**src/common/piu_cfg.svh**
```systemverilog
`ifndef PIU_CFG_SVH
`define PIU_CFG_SVH

// ----------------------------------------------------------------------------
// Line counts and widths
// ----------------------------------------------------------------------------
`define PIU_INT_LINES   8
`define PIU_EXT_LINES   24
`define PIU_EXT_BASIC   24'h00_00ff
`define PIU_ADDR_W      15

// ----------------------------------------------------------------------------
// Internal level positions, highest priority first
// ----------------------------------------------------------------------------
`define PIU_INT_PF      0
`define PIU_INT_TRAP    1
`define PIU_INT_CERR    2

// ----------------------------------------------------------------------------
// Fixed sub-sequence locations
// ----------------------------------------------------------------------------
`define PIU_VEC_INT     15'h0040
`define PIU_VEC_EXT     15'h0050

// ----------------------------------------------------------------------------
// Reset values
// ----------------------------------------------------------------------------
`define PIU_MASK_RST    24'h00_0000

// ----------------------------------------------------------------------------
// Timing
// ----------------------------------------------------------------------------
`define PIU_CLK_NS      40
`define PIU_PF_WARN_NS  1000000

`endif

```
**src/common/piu_pkg.sv**
```systemverilog
package piu_pkg;

  typedef logic [14:0] piu_addr_t;
  typedef logic [23:0] piu_ext_t;
  typedef logic [7:0]  piu_int_t;

  typedef enum logic [1:0] {
    PIU_SRC_NONE,
    PIU_SRC_INT,
    PIU_SRC_EXT
  } piu_src_t;

endpackage : piu_pkg

```
**src/hdl/piu_prio.sv**
```systemverilog
`timescale 1ns/100ps

module piu_prio #(
  parameter int W  = 8,
  parameter int IW = 3
) (
  input  wire logic [W-1:0]  req_in,
  output logic               any_out,
  output logic      [IW-1:0] idx_out
);

  logic [W:0]    seen;
  logic [IW-1:0] idx_chain [W:0];

  assign seen[0]      = 1'b0;
  assign idx_chain[0] = '0;

  // Lowest index wins; a later bit only counts if nothing below it asked.
  for (genvar i = 0; i < W; i++) begin : g_chain
    assign seen[i+1]      = seen[i] | req_in[i];
    assign idx_chain[i+1] = (req_in[i] && !seen[i]) ? IW'(i) : idx_chain[i];
  end

  assign any_out = seen[W];
  assign idx_out = idx_chain[W];

endmodule : piu_prio

```
**src/hdl/piu_sync.sv**
```systemverilog
`timescale 1ns/100ps

module piu_sync #(
  parameter int W = 1
) (
  input  wire logic         mclk_in,
  input  wire logic         rstn_in,
  input  wire logic [W-1:0] d_in,
  output logic      [W-1:0] q_out
);

  logic [W-1:0] meta_ff;

  // The first stage is read only by the second stage.
  always_ff @(posedge mclk_in) begin
    if (!rstn_in) begin
      meta_ff <= '0;
      q_out   <= '0;
    end else begin
      meta_ff <= d_in;
      q_out   <= meta_ff;
    end
  end

endmodule : piu_sync

```
**src/hdl/piu_top.sv**
```systemverilog
`timescale 1ns/100ps
`include "piu_cfg.svh"

module piu_top
  import piu_pkg::*;
#(
  parameter int PF_WARN_CYC = `PIU_PF_WARN_NS / `PIU_CLK_NS
) (
  input  wire logic        mclk_in,
  input  wire logic        rstn_in,
  input  wire logic        pwr_warn_in,
  input  wire logic        emerg_in,
  input  wire logic [23:0] ext_irq_in,
  input  wire logic        ext_wide_in,
  input  wire logic        instr_done_in,
  input  wire logic        trap_op_in,
  input  wire logic        xfer_fail_in,
  input  wire logic        load_mask_instr_in,
  input  wire logic        exchange_mask_instr_in,
  input  wire logic [23:0] mask_wdata_in,
  input  wire logic        block_control_instr_a_in,
  input  wire logic        block_control_instr_b_in,
  input  wire logic        block_set_in,
  input  wire logic        control_and_skip_instr_in,
  input  wire logic        peripheral_control_branch_instr_in,
  input  wire logic        clr_pend_in,
  input  wire logic [4:0]  dev_sel_in,
  output logic             take_out,
  output piu_src_t         src_out,
  output piu_addr_t        vector_out,
  output piu_ext_t         mask_rdata_out,
  output piu_ext_t         ext_pend_out,
  output logic             block_out,
  output logic             xfer_abort_out,
  output logic             pf_window_out
);

  // --------------------------------------------------------------------------
  // Pin synchronisers
  // --------------------------------------------------------------------------
  logic [26:0] sync_q;
  piu_sync #(.W(27)) u_sync (
    .mclk_in (mclk_in),
    .rstn_in (rstn_in),
    .d_in    ({ext_wide_in, emerg_in, pwr_warn_in, ext_irq_in}),
    .q_out   (sync_q)
  );

  wire piu_ext_t ext_lvl  = sync_q[23:0];
  wire logic     pf_lvl   = sync_q[24];
  wire logic     em_lvl   = sync_q[25];
  wire logic     wide_lvl = sync_q[26];

  // --------------------------------------------------------------------------
  // State
  // --------------------------------------------------------------------------
  piu_ext_t  ext_prev_ff;
  logic      pf_prev_ff;
  logic      em_prev_ff;
  piu_ext_t  ext_pend_ff;
  piu_int_t  int_pend_ff;
  piu_ext_t  mask_ff;
  logic      blk_ff;
  logic [14:0] pf_cnt_ff;

  // --------------------------------------------------------------------------
  // Event decode
  // --------------------------------------------------------------------------
  wire logic     pf_rise  = pf_lvl & ~pf_prev_ff;
  wire logic     em_rise  = em_lvl & ~em_prev_ff;
  wire piu_ext_t ext_en   = wide_lvl ? '1 : `PIU_EXT_BASIC;
  wire piu_ext_t ext_rise = ext_lvl & ~ext_prev_ff & ext_en;

  wire logic     clr_any  = clr_pend_in | control_and_skip_instr_in
                          | peripheral_control_branch_instr_in;
  wire piu_ext_t clr_vec  = clr_any ? piu_ext_t'(24'h00_0001 << dev_sel_in) : '0;

  // --------------------------------------------------------------------------
  // Arbitration
  // --------------------------------------------------------------------------
  logic       int_any;
  logic [2:0] int_idx;
  logic       ext_any;
  logic [4:0] ext_idx;

  wire piu_ext_t ext_elig = ext_pend_ff & mask_ff & ext_en & {24{~blk_ff}};

  piu_prio #(.W(8), .IW(3)) u_int_prio (
    .req_in  (int_pend_ff),
    .any_out (int_any),
    .idx_out (int_idx)
  );

  piu_prio #(.W(24), .IW(5)) u_ext_prio (
    .req_in  (ext_elig),
    .any_out (ext_any),
    .idx_out (ext_idx)
  );

  wire logic take_int = instr_done_in & int_any;
  wire logic take_ext = instr_done_in & ~int_any & ext_any;

  wire piu_addr_t int_vec = `PIU_VEC_INT + piu_addr_t'(int_idx);
  wire piu_addr_t ext_vec = `PIU_VEC_EXT + piu_addr_t'(ext_idx);

  wire piu_int_t int_clr = take_int ? piu_int_t'(8'h01 << int_idx) : '0;

  wire piu_int_t int_set = piu_int_t'({xfer_fail_in | em_rise, trap_op_in, pf_rise}
                                      << `PIU_INT_PF);

  // Set wins over clear so a request landing on the service cycle is kept.
  wire piu_int_t nxt_int_pend = (int_pend_ff & ~int_clr) | int_set;
  wire piu_ext_t nxt_ext_pend = ((ext_pend_ff & ~clr_vec) | ext_rise) & ext_en;

  wire logic blk_instr = block_control_instr_a_in | block_control_instr_b_in;
  wire logic nxt_blk = take_ext ? 1'b1 : (blk_instr ? block_set_in : blk_ff);

  wire logic mask_wr = load_mask_instr_in | exchange_mask_instr_in;

  // --------------------------------------------------------------------------
  // Registers
  // --------------------------------------------------------------------------
  always_ff @(posedge mclk_in) begin
    if (!rstn_in) begin
      ext_prev_ff <= '0;
      pf_prev_ff  <= 1'b0;
      em_prev_ff  <= 1'b0;
      ext_pend_ff <= '0;
      int_pend_ff <= '0;
      blk_ff      <= 1'b0;
    end else begin
      ext_prev_ff <= ext_lvl;
      pf_prev_ff  <= pf_lvl;
      em_prev_ff  <= em_lvl;
      ext_pend_ff <= nxt_ext_pend;
      int_pend_ff <= nxt_int_pend;
      blk_ff      <= nxt_blk;
    end
  end

  always_ff @(posedge mclk_in) begin
    if (!rstn_in) begin
      mask_ff        <= `PIU_MASK_RST;
      mask_rdata_out <= '0;
    end else begin
      if (mask_wr) begin
        mask_ff <= mask_wdata_in;
      end
      if (exchange_mask_instr_in) begin
        mask_rdata_out <= mask_ff;
      end
    end
  end

  always_ff @(posedge mclk_in) begin
    if (!rstn_in) begin
      take_out   <= 1'b0;
      src_out    <= PIU_SRC_NONE;
      vector_out <= '0;
    end else begin
      take_out <= take_int | take_ext;
      if (take_int) begin
        src_out    <= PIU_SRC_INT;
        vector_out <= int_vec;
      end else if (take_ext) begin
        src_out    <= PIU_SRC_EXT;
        vector_out <= ext_vec;
      end
    end
  end

  // The warning window is a count, not a deadline the unit enforces; it only
  // tells the processor whether the hold-up time is still running.
  always_ff @(posedge mclk_in) begin
    if (!rstn_in) begin
      pf_cnt_ff      <= '0;
      xfer_abort_out <= 1'b0;
    end else begin
      xfer_abort_out <= pf_rise;
      if (pf_rise) begin
        pf_cnt_ff <= 15'(PF_WARN_CYC);
      end else if (pf_cnt_ff != '0) begin
        pf_cnt_ff <= pf_cnt_ff - 15'h0001;
      end
    end
  end

  assign pf_window_out = (pf_cnt_ff != '0);
  assign ext_pend_out  = ext_pend_ff;
  assign block_out     = blk_ff;
endmodule : piu_top

```
**config.mk**
```make
export PLATFORM = sky130hd
export DESIGN_NAME = piu_top
export DESIGN_NICKNAME = d
export VERILOG_FILES = /design/src/common/piu_pkg.sv /design/src/hdl/piu_prio.sv /design/src/hdl/piu_sync.sv /design/src/hdl/piu_top.sv
export VERILOG_INCLUDE_DIRS = /design/src /design/src/common
export SDC_FILE = /design/constraint.sdc
export NUM_CORES = 1
export LEC_CHECK = 0
export ABC_AREA = 1
export BUFFER_PORTS_ARGS = -buffer_cell sky130_fd_sc_hd__buf_4
export CORE_MARGIN = 2
export CORE_UTILIZATION = 49
export DETAILED_ROUTE_END_ITERATION = 12
export PLACE_DENSITY = 0.84
export SKIP_CTS_REPAIR_TIMING = 1
export SLEW_MARGIN = 0
export SYNTH_ARGS = -nofsm -noshare
export SYNTH_HDL_FRONTEND = slang
export SYNTH_SLANG_ARGS = --single-unit
```
**constraint.sdc**
```tcl
create_clock -name mclk_in -period 2.2 [get_ports mclk_in]
set_input_delay 0.33 -clock mclk_in [delete_from_list [all_inputs] [get_ports mclk_in]]
set_output_delay 0.33 -clock mclk_in [all_outputs]
set_load 0.02 [all_outputs]
```
==> flow_metrics.env <==
export IMPL_grt_setup_unrepaired="yes"
export IMPL_wl_per_cell_um=13.4
export IMPL_timing_final_crit_share=1.15
export IMPL_tightest_slew_ns=0.799
export IMPL_skew_ns=0.00630
export IMPL_design_area_um2=9220
export IMPL_relSlewSlack=0.467
export IMPL_total_power_mw=8.65
export IMPL_synthToLayoutAreaGrowth_pct=30.1
export IMPL_grt_max_degree=81
export IMPL_avgSynthCellArea_um2=7.68
export IMPL_violations="setup timing"
export IMPL_reg2regPathDepth=17
export IMPL_grtUsageTotal=0.217
export IMPL_antenna_found_initial=0
export IMPL_cts_sinks=187
export IMPL_antennaDiodeCount=0
export IMPL_detail_route_wirelength_um=17100
export IMPL_r2r_end="vector_out[4]$_SDFFE_PN0P_"
export IMPL_startpoint_type="flop"
export IMPL_r2r_start="block_out$_SDFFE_PN0P_"
export IMPL_gp_congestion=0.983
export IMPL_portBuffers=129
export IMPL_holdPathEnd="u_sync.meta_ff[9]$_SDFF_PN0_"
export IMPL_r2r_setup_slack_ns=-0.33
export IMPL_final_common_cell="dfxtp_1"
export IMPL_setup_ws_ns=-0.330
export IMPL_htreeDepth=4
export IMPL_crit_required_ns=2.48
export IMPL_finalSetupViolCount=12
export IMPL_synth_edf_count=0
export IMPL_vias=6178
export IMPL_grt_pass1_vias=5586
export IMPL_hold_depth=3
export IMPL_cts_tree="yes"
export IMPL_power_density_nw_per_um2=938
export IMPL_io_pins=138
export IMPL_drc=0
export IMPL_end_kind="flop"
export IMPL_drv_slew=0
export IMPL_clk_latency_ns=0.43
export IMPL_cap_violations=0
export IMPL_die_x_um=124
export IMPL_grt_pass1_wl_um=27200
export IMPL_final_cell_mix="dfxtp_1 (184), buf_4 (169), inv_1 (164)"
export IMPL_synth_ff_type="dfxtp_1"
export IMPL_drive_gt1_frac=0.226
export IMPL_first_iter_violations=457
export IMPL_start_util=0.507
export IMPL_fmax_mhz=395
export IMPL_place_area_um2=8420
export IMPL_yosysWarningCount=0
export IMPL_status="finished, violations left"
export IMPL_crit_type="flop to flop"
export IMPL_path_clk_slew_ns=0.07
export IMPL_synthCells=923
export IMPL_fp_row_count=43
export IMPL_grt_overflow=0
export IMPL_firstDrtPassIters=5
export IMPL_die_area_um2=15400
export IMPL_startpoint="block_out$_SDFFE_PN0P_"
export IMPL_hpwlAfterDp_um=12200
export IMPL_cts_buffers=17
export IMPL_nets=1152
export IMPL_min_from="ext_irq_in[9]"
export IMPL_ys_ff_latch=187
export IMPL_root_buffer="clkbuf_16"
export IMPL_vias_per_cell=4.85
export IMPL_detail_route_antenna_nets=0
export IMPL_synthDistinctLibCells=37
export IMPL_fin_crit_ns=2.53
export IMPL_seq_area_frac_synth=0.528
export IMPL_synthArstFlopShare=0
export IMPL_die_h_um=124
export IMPL_leakage_nw=4.77
export IMPL_timing_hold_violations_final=0
export IMPL_hp_class="primary input to flop"
export IMPL_arrival_ns=2.81
export IMPL_coreArea_um2=14000
export IMPL_ir_drop_mv=0.523
export IMPL_crit_fanout=10
export IMPL_finalSetupTns_ns=-2.68
export IMPL_synthesis_area_um2=7090
export IMPL_clock_path_buffers=2
logic make-up after synthesis:
group,Yosys count,share of synthesized area
xor gates and xnor gates,2,0.00247
AOI/OAI and AO/OA,150,0.116
adders and majority gates,1,0.00176
DFF,187,0.528
buffers and inverters,207,0.115
and+or+nand+nor,375,0.236
other,1,0.000529
area by class of cell:
class / instances / area (um^2)
clock inverter: 14 / 179
tap: 180 / 225
timing repair buffer: 171 / 1300
multi-input combinational: 536 / 2700
inverter: 169 / 642
clock buffer: 18 / 429
fill: 1179 / 4770
sequential: 187 / 3750
metal layers:
metal  global-route usage  up-vias  share of wire
li1                     -     3207              -
met1                0.279     2736           0.43
met2                0.353      203           0.48
met3               0.0473       32          0.062
met4               0.0919        0          0.027
met5                    0        -              0
critical path, stage by stage (launching register included):
cell and delay [ns]:
dfxtp_4 0.38, inv_8 0.06, nand3_2 0.07, nand2_2 0.08, nor2_4 0.14, nand4_4 0.11, nor2_4 0.16, nand4_4 0.14
nor2_4 0.15, nand4_4 0.09, nor2_4 0.16, nand4_4 0.13, nor2_2 0.19, nand4_1 0.18, nand3_1 0.13, nor2_1 0.05
nand2_1 0.08, a21oi_1 0.07
registers in the layout, summed over array words and instances, names as in the netlist, 7 cells and up:
| signal | cells |
|---|---|
| ext_pend_out | 24 |
| vector_out | 7 |
| mask_rdata_out | 24 |
| u_sync.meta_ff | 27 |
| mask_ff | 24 |
| int_pend_ff | 8 |
| pf_cnt_ff | 15 |
| ext_prev_ff | 24 |
| u_sync.q_out | 27 |
cells in the mapped netlist (2+ instances only):
cell type / count / area, um^2
inv_1: 168 / 631
nor2_2: 2 / 12.5
nand4_4: 3 / 63.8
nor2_4: 3 / 33.8
nand3b_1: 3 / 22.5
o21ai_0: 71 / 355
o211ai_1: 3 / 22.5
o31ai_1: 10 / 75.1
nand4_1: 10 / 62.6
a211oi_1: 5 / 37.5
nand4_2: 2 / 25.0
a21oi_1: 41 / 205
o21a_1: 2 / 15.0
a31oi_1: 7 / 43.8
dfxtp_1: 187 / 3740
nand2_4: 3 / 33.8
nand3_2: 2 / 20.0
buf_1: 3 / 11.3
nor3_1: 18 / 90.1
buf_4: 8 / 60.1
nand3_1: 41 / 205
xnor2_1: 2 / 17.5
clkbuf_1: 26 / 97.6
nor2_1: 137 / 514
o22ai_1: 8 / 50.1
nand2_1: 146 / 548
nor4_1: 2 / 12.5
where the power goes:
part           leakage [nW]  total [mW]  internal, mW  switching [mW]
sequential             1.54        3.89          3.66           0.230
combinational          2.93        1.70         0.776           0.921
clock                 0.295        3.06          1.63            1.42
worst max-delay path by stage:
| stage | end | slack, ns | cells after the start |
|---|---|---|---|
| after floorplan | vector_out[1]$_SDFFE_PN0P_ | 0.002 | 17 |
| after global placement | vector_out[4]$_SDFFE_PN0P_ | -0.09 | 17 |
| after detailed placement | vector_out[4]$_SDFFE_PN0P_ | -0.23 | 17 |
| after CTS | vector_out[4]$_SDFFE_PN0P_ | -0.33 | 17 |
| after global routing | vector_out[4]$_SDFFE_PN0P_ | -0.45 | 17 |
| final | vector_out[4]$_SDFFE_PN0P_ | -0.33 | 17 |
metrics by stage:
stage / util / hold slack, ns / setup WS (ns) / instances
floorplan: - / 0.390 / 0.00166 / 930
global placement: 0.602 / 0.393 / -0.0898 / 1234
detailed placement: 0.602 / 0.396 / -0.228 / 1234
CTS: 0.645 / 0.0621 / -0.325 / 1266
global route: 0.659 / 0.0761 / -0.451 / 1275
finish: 0.659 / 0.0769 / -0.330 / 1275
No activity file was read; power rests on OpenSTA's default activity.
